## src/hdl/debw_defs.svh

```systemverilog
// constants for the data eeprom block write control
`ifndef DEBW_DEFS_SVH
`define DEBW_DEFS_SVH
`define DEBW_OFS_CTRL 4'h0
`define DEBW_OFS_KEY 4'h4
`define DEBW_OFS_ADDR 4'h8
`define DEBW_OFS_LATCH 4'hC
`define DEBW_CTRL_RESET 16'h0000
`define DEBW_BLOCK_OP 16'h400A
`define DEBW_OP_MASK 16'h407F
`define DEBW_BIT_START 15
`define DEBW_BIT_PERMIT 14
`define DEBW_KEY_FIRST 16'h0055
`define DEBW_KEY_SECOND 16'h00AA
`define DEBW_LATCH_COUNT 16
`define DEBW_WORD_NS 2000
`define DEBW_WORD_CYC ((`DEBW_WORD_NS + 24) / 25)
`endif

```

## src/hdl/debw_pkg.sv

```systemverilog
// types for the data eeprom block write control
package debw_pkg;
	typedef enum logic [1:0] {
		DEBW_IDLE = 2'b00,
		DEBW_PROG = 2'b01,
		DEBW_WAIT = 2'b10
	} debw_state_t;
endpackage : debw_pkg

```

## src/hdl/debw_mem_if.sv

```systemverilog
// interface from control to the eeprom word programmer
`timescale 1ns/1ps
interface debw_mem_if;
	logic go;
	logic [3:0] index;
	logic done;
	modport ctrl (output go, output index, input done);
	modport prog (input go, input index, output done);
endinterface : debw_mem_if

```

## src/hdl/debw_word_timer.sv

```systemverilog
// times one eeprom word program pulse
`timescale 1ns/1ps
`include "debw_defs.svh"
module debw_word_timer
	import debw_pkg::*;
(
	input wire logic ref_clk,
	input wire logic arst_n,
	input wire logic clk_en,
	debw_mem_if.prog mem
);
	logic [15:0] count;
	logic busy;

	// count a fixed program time, then pulse done
	always_ff @(posedge ref_clk or negedge arst_n)
	begin
		if (!arst_n)
		begin
			count <= 16'h0000;
			busy <= 1'b0;
			mem.done <= 1'b0;
		end
		else if (clk_en)
		begin
			mem.done <= 1'b0;
			if (mem.go && !busy)
			begin
				busy <= 1'b1;
				count <= 16'((`DEBW_WORD_CYC) - 1);
			end
			else if (busy)
			begin
				if (count == 16'h0000)
				begin
					busy <= 1'b0;
					mem.done <= 1'b1;
				end
				else
					count <= count - 16'h0001;
			end
		end
	end
endmodule : debw_word_timer

```

## src/hdl/debw_ctrl.sv

```systemverilog
// data eeprom block write control with avalon register slave
//
// Chosen here: the placing of the registers and the Avalon-MM interface to the registers.
`timescale 1ns/1ps
`include "debw_defs.svh"
module debw_ctrl
	import debw_pkg::*;
(
	input wire logic ref_clk,
	input wire logic arst_n,
	input wire logic clk_en,
	input wire logic [3:0] avs_address,
	input wire logic avs_read,
	input wire logic avs_write,
	input wire logic [31:0] avs_writedata,
	output logic [31:0] avs_readdata,
	output logic avs_waitrequest,
	input wire logic table_store_low_word,
	input wire logic [23:0] table_addr,
	input wire logic [15:0] table_data,
	input wire logic power_up_timer_run,
	output logic ee_write,
	output logic [23:0] ee_addr,
	output logic [15:0] ee_data
);
	debw_mem_if mem ();
	logic [15:0] nonvolatile_control;
	logic [23:0] nonvolatile_target_address;
	logic [15:0] latch_mem [0:15];
	logic [4:0] loaded;
	logic key_first_seen;
	logic unlocked;
	logic [3:0] word_idx;
	logic pwrt_s1;
	logic pwrt_s2;
	logic ack;
	debw_state_t state;
	debw_state_t next_state;

	// decode of a register write at a given offset
	// write takes effect only at the edge where waitrequest is low
	function automatic logic wr_at(input logic [3:0] ofs);
		wr_at = avs_write && ack && (avs_address == ofs);
	endfunction : wr_at

	// one wait cycle for every access, answered at the next edge
	assign avs_waitrequest = (avs_read || avs_write) && !ack;

	always_ff @(posedge ref_clk or negedge arst_n)
	begin
		if (!arst_n)
			ack <= 1'b0;
		else if (clk_en)
			ack <= (avs_read || avs_write) && !ack;
	end

	// power-up timer level from outside the clock domain
	always_ff @(posedge ref_clk or negedge arst_n)
	begin
		if (!arst_n)
		begin
			pwrt_s1 <= 1'b1;
			pwrt_s2 <= 1'b1;
		end
		else if (clk_en)
		begin
			pwrt_s1 <= power_up_timer_run;
			pwrt_s2 <= pwrt_s1;
		end
	end

	// table write latches and captured target address
	always_ff @(posedge ref_clk or negedge arst_n)
	begin
		if (!arst_n)
		begin
			nonvolatile_target_address <= 24'h000000;
			loaded <= 5'h00;
		end
		else if (clk_en)
		begin
			if (table_store_low_word && state == DEBW_IDLE)
			begin
				nonvolatile_target_address <= table_addr;
				if (loaded != 5'(`DEBW_LATCH_COUNT))
					loaded <= loaded + 5'h01;
			end
			else if (state == DEBW_WAIT && mem.done && word_idx == 4'hF)
				loaded <= 5'h00;
		end
	end

	// latch storage, index from the low address bits
	always_ff @(posedge ref_clk)
	begin
		if (clk_en && table_store_low_word && state == DEBW_IDLE)
			latch_mem[table_addr[4:1]] <= table_data;
	end

	// unlock key tracking
	always_ff @(posedge ref_clk or negedge arst_n)
	begin
		if (!arst_n)
		begin
			key_first_seen <= 1'b0;
			unlocked <= 1'b0;
		end
		else if (clk_en)
		begin
			if (wr_at(`DEBW_OFS_KEY))
			begin
				key_first_seen <= (avs_writedata[15:0] == `DEBW_KEY_FIRST);
				unlocked <= key_first_seen
					&& (avs_writedata[15:0] == `DEBW_KEY_SECOND);
			end
			else if (wr_at(`DEBW_OFS_CTRL))
			begin
				key_first_seen <= 1'b0;
				unlocked <= 1'b0;
			end
		end
	end

	logic start_req;
	logic start_ok;
	// process form so that the signals read inside the decode wake it up
	always_comb
	begin
		start_req = wr_at(`DEBW_OFS_CTRL) && avs_writedata[`DEBW_BIT_START];
	end
	// start accepted only with unlock, permit, block op, timer expired
	assign start_ok = start_req && unlocked && state == DEBW_IDLE
		&& nonvolatile_control[`DEBW_BIT_PERMIT]
		&& ((nonvolatile_control & `DEBW_OP_MASK) == `DEBW_BLOCK_OP)
		&& !pwrt_s2;

	// control register; permit cleared at power-up
	always_ff @(posedge ref_clk or negedge arst_n)
	begin
		if (!arst_n)
			nonvolatile_control <= `DEBW_CTRL_RESET;
		else if (clk_en)
		begin
			if (state == DEBW_WAIT && mem.done && word_idx == 4'hF)
				nonvolatile_control[`DEBW_BIT_START] <= 1'b0;
			else if (start_ok)
				nonvolatile_control[`DEBW_BIT_START] <= 1'b1;
			else if (wr_at(`DEBW_OFS_CTRL) && state == DEBW_IDLE)
			begin
				nonvolatile_control[14:0] <= avs_writedata[14:0];
			end
		end
	end

	// sequencer state
	always_comb
	begin
		next_state = state;
		unique case (state)
			DEBW_IDLE: if (start_ok) next_state = DEBW_PROG;
			DEBW_PROG: next_state = DEBW_WAIT;
			DEBW_WAIT:
			begin
				if (mem.done)
					next_state = (word_idx == 4'hF) ? DEBW_IDLE : DEBW_PROG;
			end
			default: next_state = DEBW_IDLE;
		endcase
	end

	always_ff @(posedge ref_clk or negedge arst_n)
	begin
		if (!arst_n)
			state <= DEBW_IDLE;
		else if (clk_en)
			state <= next_state;
	end

	// word index walks the sixteen latches
	always_ff @(posedge ref_clk or negedge arst_n)
	begin
		if (!arst_n)
			word_idx <= 4'h0;
		else if (clk_en)
		begin
			if (state == DEBW_IDLE)
				word_idx <= 4'h0;
			else if (state == DEBW_WAIT && mem.done)
				word_idx <= word_idx + 4'h1;
		end
	end

	assign mem.go = (state == DEBW_PROG);
	assign mem.index = word_idx;

	// eeprom write strobe with registered address and data
	always_ff @(posedge ref_clk or negedge arst_n)
	begin
		if (!arst_n)
		begin
			ee_write <= 1'b0;
			ee_addr <= 24'h000000;
			ee_data <= 16'h0000;
		end
		else if (clk_en)
		begin
			ee_write <= (state == DEBW_WAIT) && mem.done;
			if (state == DEBW_PROG)
			begin
				ee_addr <= {nonvolatile_target_address[23:5], word_idx, 1'b0};
				ee_data <= latch_mem[word_idx];
			end
		end
	end

	// read data register
	always_ff @(posedge ref_clk or negedge arst_n)
	begin
		if (!arst_n)
			avs_readdata <= 32'h00000000;
		else if (clk_en && avs_read && !ack)
		begin
			unique case (avs_address)
				`DEBW_OFS_CTRL: avs_readdata <= {16'h0000, nonvolatile_control};
				`DEBW_OFS_ADDR: avs_readdata <= {8'h00, nonvolatile_target_address};
				`DEBW_OFS_LATCH: avs_readdata <= {27'h0000000, loaded};
				default: avs_readdata <= 32'h00000000;
			endcase
		end
	end

	debw_word_timer u_timer (
		.ref_clk(ref_clk),
		.arst_n(arst_n),
		.clk_en(clk_en),
		.mem(mem)
	);
endmodule : debw_ctrl

```

## config.mk

```make
export PLATFORM = sky130hd
export DESIGN_NAME = debw_ctrl
export DESIGN_NICKNAME = d
export VERILOG_FILES = /design/src/hdl/debw_pkg.sv /design/src/hdl/debw_mem_if.sv /design/src/hdl/debw_word_timer.sv /design/src/hdl/debw_ctrl.sv
export VERILOG_INCLUDE_DIRS = /design/src /design/src/hdl
export SDC_FILE = /design/constraint.sdc
export NUM_CORES = 1
export LEC_CHECK = 0
export BUFFER_PORTS_ARGS = -buffer_cell sky130_fd_sc_hd__clkbuf_2
export CELL_PAD_IN_SITES_DETAIL_PLACEMENT = 1
export CELL_PAD_IN_SITES_GLOBAL_PLACEMENT = 1
export CORE_AREA = 2 2 216 154
export DETAILED_ROUTE_END_ITERATION = 7
export DIE_AREA = 0 0 218 156
export HOLD_SLACK_MARGIN = 0.15
export PLACE_DENSITY = 0.82
export SYNTH_ARGS = -nofsm -noshare
export SYNTH_HDL_FRONTEND = slang
export SYNTH_SLANG_ARGS = --single-unit
```

## constraint.sdc

```tcl
create_clock -name ref_clk -period 4.25 [get_ports ref_clk]
set_input_delay 0.85 -clock ref_clk [delete_from_list [all_inputs] [get_ports ref_clk]]
set_output_delay 0.85 -clock ref_clk [all_outputs]
set_load 0.05 [all_outputs]
```

**Word-level counts from Yosys, hierarchy flattened**

Memories as Yosys holds them, arrays and structs flattened. A register that Yosys moved wholly into a read port is not among the register bits.
Cells that the tools add are included.
W data, S select, Z words.

- Register bits after elaboration: 130
- Memory bits (writable): 256
- Logic and storage cells: 105
- Memories: 1

Memory list:

| name | depth | width | read ports | clocked after memory_dff | wr ports | RTL line | text |
|---|---|---|---|---|---|---|---|
| latch_mem | 16 | 16 | 1 | 1 | 1 | debw_ctrl.sv:29 | `logic [15:0] latch_mem [0:15];` |

- Add/sub/neg operators: 3
- Equal/unequal tests: 14
- Multiplexer cells: 26
- Bitwise gates (word level): 2
- Reduce and logical (&&, ||, !) cells: 42

Operator list:

| kind | count |
|---|---|
| $pmux W24 S3 | 1 |
| $mux W16 | 3 |
| $logic_and A1 B1 Y1 | 20 |
| $eq A16 B7 Y1 const B | 1 |
| $eq A16 B8 Y1 const B | 1 |
| $logic_not A16 Y1 | 1 |
| $sub A16 B1 Y16 const B | 1 |
| $mux W5 | 3 |
| $mux W1 | 14 |
| $eq A4 B4 Y1 const B | 3 |
| $reduce_and A2 Y1 | 5 |
| $reduce_bool A2 Y1 | 5 |
| $reduce_and A3 Y1 | 3 |
| $eq A8 B8 Y1 const B | 1 |
| $mux W4 | 2 |
| $ne A2 B1 Y1 const B | 3 |
| $pmux W2 S3 | 1 |
| $add A5 B1 Y5 const B | 1 |
| $ne A5 B5 Y1 const B | 1 |
| $add A4 B1 Y4 const B | 1 |
| $eq A4 B3 Y1 const B | 1 |
| $logic_not A1 Y1 | 4 |
| $logic_not A4 Y1 | 1 |
| $mux W2 | 2 |
| 7 further kinds | 8 |

**Depth between registers and ports, before layout**

Gate-level depths: netlist (run 1).

- Word-level depth: 10
- Depth in mapped cells: 7
- Mapped depth without buffers: 6

**By module**

From an unflattened synthesis (run 1), not the netlist that was laid out.

- Cell total of the unflattened synthesis: 968
- Area total of the unflattened synthesis: 15956.6 um^2

By module, submodules not included:

| module | times used | cells an instance | area each (um^2) | sequential area each (um^2) |
|---|---|---|---|---|
| debw_ctrl | 1 | 856 | 14921.8 | 10692.8 |
| debw_word_timer | 1 | 112 | 1034.7 | 450.4 |

**Least setup slack after synthesis (run 1)**

No wires, ideal clock.

- Path kind: input-to-reg
- Start: input clk_en
- End: memory latch_mem[3][0] (enable)
- Setup time: 409 ps
- Data arrival time: 3018 ps
- Data required time: 3841 ps
- Path slack: 822 ps
- Stages: 6
- Buffers on the path: 3
- Cell sequence: buf_2 > nor4bb_1 > buf_2 > buf_2 > nand3_1 > nor3_1

- Cells in the longest elaborated chain, start to end: 4

RTL lines:

| what | RTL line | text |
|---|---|---|
| start: declaration | debw_ctrl.sv:11 | `input wire logic clk_en,` |
| $logic_and A1 B1 Y1 (2 in a row) | debw_ctrl.sv:96 | `if (clk_en && table_store_low_word && state == DEBW_IDLE)` |
| $mux W1 | debw_ctrl.sv:96 |  |
| $mux W1 (implied by the code) | debw_ctrl.sv:97 | `latch_mem[table_addr[4:1]] <= table_data;` |
| end: declaration | debw_ctrl.sv:29 |  |

No other way between the ends.

**Worst setup path after layout (run 1)**

- Start: register state[1]
- End: register nonvolatile_control[0]

- Cells in the longest elaborated chain, start to end: 7
- Elaborated cells on any way between the ends: 12
- Those cells by class: 1 x eq/ne; 2 x bitwise; 9 x reduce/logical

RTL lines:

| what | RTL line | text |
|---|---|---|
| start: declaration | debw_ctrl.sv:37 | `debw_state_t state;` |
| start signal: assignment | debw_ctrl.sv:176 | `state <= next_state;` |
| $logic_not A2 Y1 | debw_ctrl.sv:132, debw_ctrl.sv:148 |  |
| $logic_and A1 B1 Y1 (4 in a row) | debw_ctrl.sv:132 | `assign start_ok = start_req && unlocked && state == DEBW_IDLE` |
| $not A1 Y1 (no line) | - |  |
| $reduce_and A4 Y1 (no line) (*) | - |  |
| end signal: assignment | debw_ctrl.sv:141 | `` nonvolatile_control <= `DEBW_CTRL_RESET; `` |
| end signal: assignment | debw_ctrl.sv:150 | `nonvolatile_control[14:0] <= avs_writedata[14:0];` |
| end: declaration | debw_ctrl.sv:27 | `logic [15:0] nonvolatile_control;` |

Mark *: on every way between the ends. The rest lies on a longest branch, timed or not.
A chain may end at the register's enable or synchronous reset.

==> results of run 1 <==
==> metrics by stage <==
step | setup WS (ns) | instances | utilization (%)
final | 1.44 | 1549 | 57.3
after global routing | 1.35 | 1548 | 57.2
after CTS | 1.43 | 1548 | 57.2
after detailed placement | 1.06 | 1476 | 53.3
after global placement | 1.10 | 1476 | 53.3
after floorplan | 0.822 | 948 | -
==> logic make-up after synthesis <==
group	count (synthesis)	share of synthesized area, %
and+or+nand+nor	172	5.73
adders and majority gates	5	0.397
muxes	179	15.9
xor gates and xnor gates	1	0.0555
AOI/OAI and AO/OA	118	5.15
DFF	394	70.6
other	1	0.0238
buffers and inverters	70	2.10
==> report_power, final <==
| group | leakage (nW) | switching (mW) | total [mW] | internal, mW |
|---|---|---|---|---|
| logic | 2.11 | 0.259 | 0.414 | 0.155 |
| clock network | 0.627 | 1.45 | 3.42 | 1.96 |
| registers | 4.15 | 0.0991 | 4.32 | 4.22 |
| total | 6.89 | 1.81 | 8.15 | 6.34 |
==> layer usage <==
metal  GRT usage (%)  wire length, um  part of all wire (%)  vias to the layer above
met2            39.0            19300                    47                      327
li1                -                -                     -                     3960
met1            35.0            17700                    43                     4870
met3            5.26             2940                   7.2                       50
met4            6.74              786                   1.9                        0
met5               0                0                     0                        -
==> final cells by class <==
cell class / instances / area share [%]
clock buffers: 60 / 6.38
diodes: 1 / 0.0137
multi-input cells: 484 / 24.0
inverters: 8 / 0.164
repair buffers: 163 / 5.00
clock inverters: 12 / 0.554
well taps: 427 / 2.92
flip-flops and latches: 394 / 61.0
==> final timing paths <==
path	slack, ns	startpoint	end	cells past startpoint
max	1.44	state[1]$_DFFE_PN0P_	nonvolatile_control[0]$_DFFE_PN0P_	4
min	0.42	arst_n	avs_readdata[7]$_DFFE_PN0P_	1
max reg2reg	1.44	state[1]$_DFFE_PN0P_	nonvolatile_control[0]$_DFFE_PN0P_	4
min reg2reg	0.47	unlocked$_DFFE_PN0P_	unlocked$_DFFE_PN0P_	2
max in group asynchronous	2.93	arst_n	loaded[0]$_DFFE_PN0P_	2
min in group ref_clk	0.47	unlocked$_DFFE_PN0P_	unlocked$_DFFE_PN0P_	2
==> sequential cells by signal, summed over array words and instances, names as in the netlist <==
name                        flops
latch_mem                     256
avs_readdata                   24
nonvolatile_target_address     24
ee_addr                        23
ee_data                        16
nonvolatile_control            16
u_timer.count                  16
loaded                          5
mem.index                       4
state                           2
ack                             1
ee_write                        1
key_first_seen                  1
pwrt_s1                         1
pwrt_s2                         1
u_timer.busy                    1
u_timer.mem.done                1
unlocked                        1
==> layout by cell type, fill, tap and decap left out, types with 10 or more instances in the layout <==
cell type,count
a22o_1,12
o211ai_1,17
o21ai_0,39
nand2_1,55
edfxtp_1,256
mux4_2,48
clkbuf_1,11
mux2_4,10
buf_4,31
dfrtp_1,134
mux2_2,54
a22oi_1,11
mux2i_1,67
nor2_1,31
a221oi_1,16
nor3_1,10
clkbuf_16,40
clkbuf_2,130
==> flow_metrics.tcl, run 1 <==
set metrics [dict create \
    status "completed" \
    worstPathRequired_ns 4.65 \
    yosysSeqAreaShare_pct 70.6 \
    slew_viol_final 0 \
    grt_max_degree 95 \
    grt_overflow 0 \
    cts_num_sinks 394 \
    hold_violations 0 \
    slew_headroom_pct 17.8 \
    wire_per_inst_um 26.3 \
    seq_area_mm2 0.0112 \
    period_needed_ns 2.81 \
    synthCells 940 \
    arrival_ns 3.21 \
    vdd_ir_drop_max_v 0.000292 \
    yosysTopAreaCell "edfxtp_1" \
    synth_edf_count 256 \
    tritoncts "built" \
    place.gp.congestion 0.766 \
    netlist_area_mm2 0.0158 \
    area_delta_synth_final_pct 15.9 \
    critPathMaxStageDelay_ns 0.76 \
    ys_ff_latch 394 \
    postCtsResizedCells 0 \
    power_mw 8.15 \
    hold_buffers 0 \
    drive_above_1_share_pct 31.4 \
    synth.distinct_cells 53 \
    die_area_mm2 0.0340 \
    drtPass1Iterations 7 \
    cts.path.max_buffers 3 \
    die_height_um 156 \
    dpl.hpwl_um 25300 \
    synthMostInstantiatedCell "edfxtp_1" \
    fp.dieW_um 218 \
    path_cells "or2_2 > or4_1 > or4b_1 > mux2_2" \
    grt_pass1_wl_um 62200 \
    worst-path-buf-inv 0 \
    avgSynthCellArea_um2 16.8 \
    dpl-instance-area_mm2 0.0170 \
    grt_pass1_vias 9846 \
    fill_cells 2968 \
    p_leak_nw 6.89 \
    yosys_warnings 0 \
    post_cts_buffers 0 \
    io_buffers 131 \
    pin_count 157 \
    drtAntennaViolNets 0 \
    wirelength_um 40700 \
    rows 55 \
    cp_slowest_cell "or4b_1" \
    clock-root-buffer "clkbuf_16" \
    clock_latency_ns 0.54 \
    synth_area_leaders "edfxtp_1 49%, dfrtp_1 22%, mux4_2 6.9%" \
    drtIter0Drc 730 \
    cts_buffers 39 \
    vias 9207 \
    finClkSkew_ns 0.0323 \
    hold_ws_ns 0.416 \
    critical_path.top_delay_family "simple AND/OR/NAND/NOR gates" \
    multiInputGateArea_mm2 0.00438 \
    start_kind "flip-flop" \
    htree_levels 2 \
    start_util_pct 49.4 \
    setup_viol 0 \
    clock.fmax_mhz 356 \
    async_reset_ff_share_pct 35.0 \
    synth.top_cells.by_count "256 x edfxtp_1, 136 x dfrtp_1, 67 x mux2i_1, 55 x nand2_1, 54 x mux2_2" \
    vias_per_cell 5.94 \
    critPathMaxFanout 15 \
    rsz0062_at_grt "false" \
    layout_worst_path_cycle_share_pct 66.1 \
    gr-usage-all-layers_pct 24.7 \
    crit_type "reg -> reg" \
    core_mm2 0.0319 \
    path_clk_slew_ns 0.06 \
    drc 0 \
    worstMarginPinSlew_ns 1.22 \
    yosysTopAreaCellShare_pct 48.7 \
    maxCapViolations 0 \
    hp-class "in -> async" \
    ys.flop_type "edfxtp_1" \
    cellPowerDensity_mw_per_mm2 446 \
    design_area_mm2 0.0183 \
    endpoint_kind "flip-flop" \
    fin_setup_tns_ns 0 \
    antenna_found_initial 3 \
    nNetsFinal 1178 \
]
No activity file was read; power rests on OpenSTA's default activity.
==> run 2: changes to the inputs <==
Settings changed: CORE_AREA 2 2 216 154 to 2 2 227 162, DIE_AREA 0 0 218 156 to 0 0 229 164, PLACE_DENSITY 0.82 to 0.78.
Clock period 4.25 ns to 2.4 ns, I/O delays scaled along.
==> run 2 against run 1 <==
  * First-iteration DRC count down 18%
  * Critical path depth up 1
  * Fmax up 24%
  * Via count up 0.54%
  * Global-route usage down 2.6 points
  * Sequential share of layout area down 1.6 points
  * Total power up 79%
  * Die area up 10%
  * Clock power up 82%
==> flow_metrics.tcl, run 2 (synthesis results as in run 1) <==
set metrics [dict create \
    most-common-layout-cells "256 x edfxtp_1, 133 x dfrtp_1, 130 x clkbuf_2" \
    fin_setup_tns_ns 0 \
    die_area_mm2 0.0376 \
    cts_num_sinks 394 \
    worstMarginPinSlew_ns 1.08 \
    status "completed" \
    slew_headroom_pct 28.1 \
    rsz0062_at_grt "false" \
    grt_pass1_vias 9989 \
    htree_levels 2 \
    seq_area_mm2 0.0112 \
    critPathMaxFanout 6 \
    grt_pass1_wl_um 61800 \
    finClkSkew_ns 0.0196 \
    drtIter0Drc 599 \
    cellPowerDensity_mw_per_mm2 777 \
    p_leak_nw 7.06 \
    vdd_ir_drop_max_v 0.000470 \
    worst-path-buf-inv 1 \
    grt_overflow 0 \
    layout_worst_path_cycle_share_pct 94.4 \
    hp-class "in -> reg" \
    io_buffers 131 \
    gr-usage-all-layers_pct 22.0 \
    cts.path.max_buffers 3 \
    start_util_pct 44.6 \
    nNetsFinal 1199 \
    wirelength_um 40500 \
    path_clk_slew_ns 0.06 \
    cp_slowest_cell "or4b_1" \
    drc 0 \
    critical_path.top_delay_family "simple AND/OR/NAND/NOR gates" \
    setup_viol 0 \
    crit_type "reg -> reg" \
    dpl.hpwl_um 24800 \
    switching_power_mw 3.26 \
    rows 58 \
    hold_violations 0 \
    vias_per_cell 5.70 \
    drtAntennaViolNets 0 \
    drive_above_1_share_pct 32.5 \
    drtPass1Iterations 5 \
    place.gp.congestion 0.753 \
    clock_latency_ns 0.55 \
    area_delta_synth_final_pct 19.1 \
    die_height_um 164 \
    layout_commonest_cell "edfxtp_1" \
    fp.dieW_um 229 \
    antenna_found_initial 2 \
    wire_per_inst_um 24.9 \
    comb_power_share_pct 5.1 \
    worstPathRequired_ns 2.82 \
    grt_max_degree 67 \
    core_mm2 0.0354 \
    internal_power_mw 11.3 \
    post_cts_buffers 0 \
    clock.fmax_mhz 441 \
    cpMostUsedCell "or4b_1" \
    p_clk_share_pct 42.5 \
    pre_cts_ws_ns 0.00929 \
    setup_ws_ns 0.134 \
    endpoint_kind "flip-flop" \
    critPathMaxStageDelay_ns 0.52 \
    maxCapViolations 0 \
    vias 9257 \
    seqPwrFrac_pct 52.3 \
    clock-root-buffer "clkbuf_16" \
    period_needed_ns 2.27 \
    slew_viol_final 0 \
    cts_buffers 40 \
    postCtsResizedCells 0 \
    pin_count 157 \
    tritoncts "built" \
    netSwitchingFraction_pct 22.3 \
    fin_util_pct 53.1 \
    largest_reg_flops 256 \
    path_cells "or4b_1 > or4_1 > or4b_1 > buf_4 > mux2_4" \
    fill_cells 3391 \
    start_kind "flip-flop" \
    multiInputGateArea_mm2 0.00439 \
    arrival_ns 2.69 \
]
[run 2: cell types whose count changed in the layout (fill, tap and decap cells not counted), sizes merged]
cell,previous run,this run
buf,33,51
clkinv,9,17
inv,10,8
bufinv,1,3
clkinvlp,0,1
dlygate4sd3,0,2
clkbuf,190,183
[run 2: layout make-up]
cell class | count | share of cell area (%)
sequential | 394 | 59.3
multi-input combinational | 484 | 23.4
timing repair buffer | 183 | 6.96
clock buffer | 53 | 5.86
tap | 480 | 3.20
clock inverter | 21 | 1.11
inverter | 8 | 0.160
antenna | 1 | 0.0133
[run 2: repair_timing]
| item | in CTS | in global routing |
|---|---|---|
| setup endpoints to repair | 0 | 0 |
| endpoints found under the hold margin | 68 | 0 |
| hold buffers | 2 | 0 |
[run 2: through the flow]
step	hold WS, ns	total power [mW]	instances	cell area [um^2]
global placement	0.362	8.46	1547	17500
floorplan	0.184	8.15	948	15800
finish	0.175	14.6	1624	18800
CTS	0.151	14.7	1623	18800
detailed placement	0.363	8.52	1547	17500
global route	0.165	15.1	1623	18800
[run 2: final timing paths]
| check | slack (ns) | to | startpoint | cells past startpoint |
|---|---|---|---|---|
| worst max-delay path | 0.13 | nonvolatile_control[6]$_DFFE_PN0P_ | nonvolatile_control[2]$_DFFE_PN0P_ | 5 |
| worst min-delay path | 0.17 | nonvolatile_target_address[11]$_DFFE_PN0P_ | table_addr[11] | 2 |
| worst max register to register | 0.13 | nonvolatile_control[6]$_DFFE_PN0P_ | nonvolatile_control[2]$_DFFE_PN0P_ | 5 |
| worst min register to register | 0.47 | u_timer.count[14]$_DFFE_PN0P_ | u_timer.count[14]$_DFFE_PN0P_ | 1 |
| max in group asynchronous | 1.35 | avs_readdata[20]$_DFFE_PN0P_ | arst_n | 3 |
| min in group asynchronous | 0.37 | nonvolatile_control[13]$_DFFE_PN0P_ | arst_n | 2 |
[run 2: worst register-to-register path: cells and delay by family (launching register included)]
kind / cells / cell delay (ns)
and+or+nand+nor: 3 / 1.25
DFF: 1 / 0.39
muxes: 1 / 0.31
buffers and inverters: 1 / 0.19
[run 2: metal layers]
layer | vias to the layer above | track usage [%] | routed length, um
met1 | 4861 | 30.5 | 17800
li1 | 4023 | - | -
met5 | - | 0 | 27
met3 | 74 | 4.83 | 2640
met2 | 295 | 35.4 | 19100
met4 | 4 | 6.46 | 995
[run 2: power by group through the flow]
stage                     combinational, mW  sequential [mW]  clock [mW]
final                                 0.751             7.64        6.21
after global routing                  0.813             7.66        6.60
after CTS                             0.758             7.64        6.35
after detailed placement              0.747             7.77           0
after global placement                0.707             7.76           0
after floorplan                       0.376             7.78           0
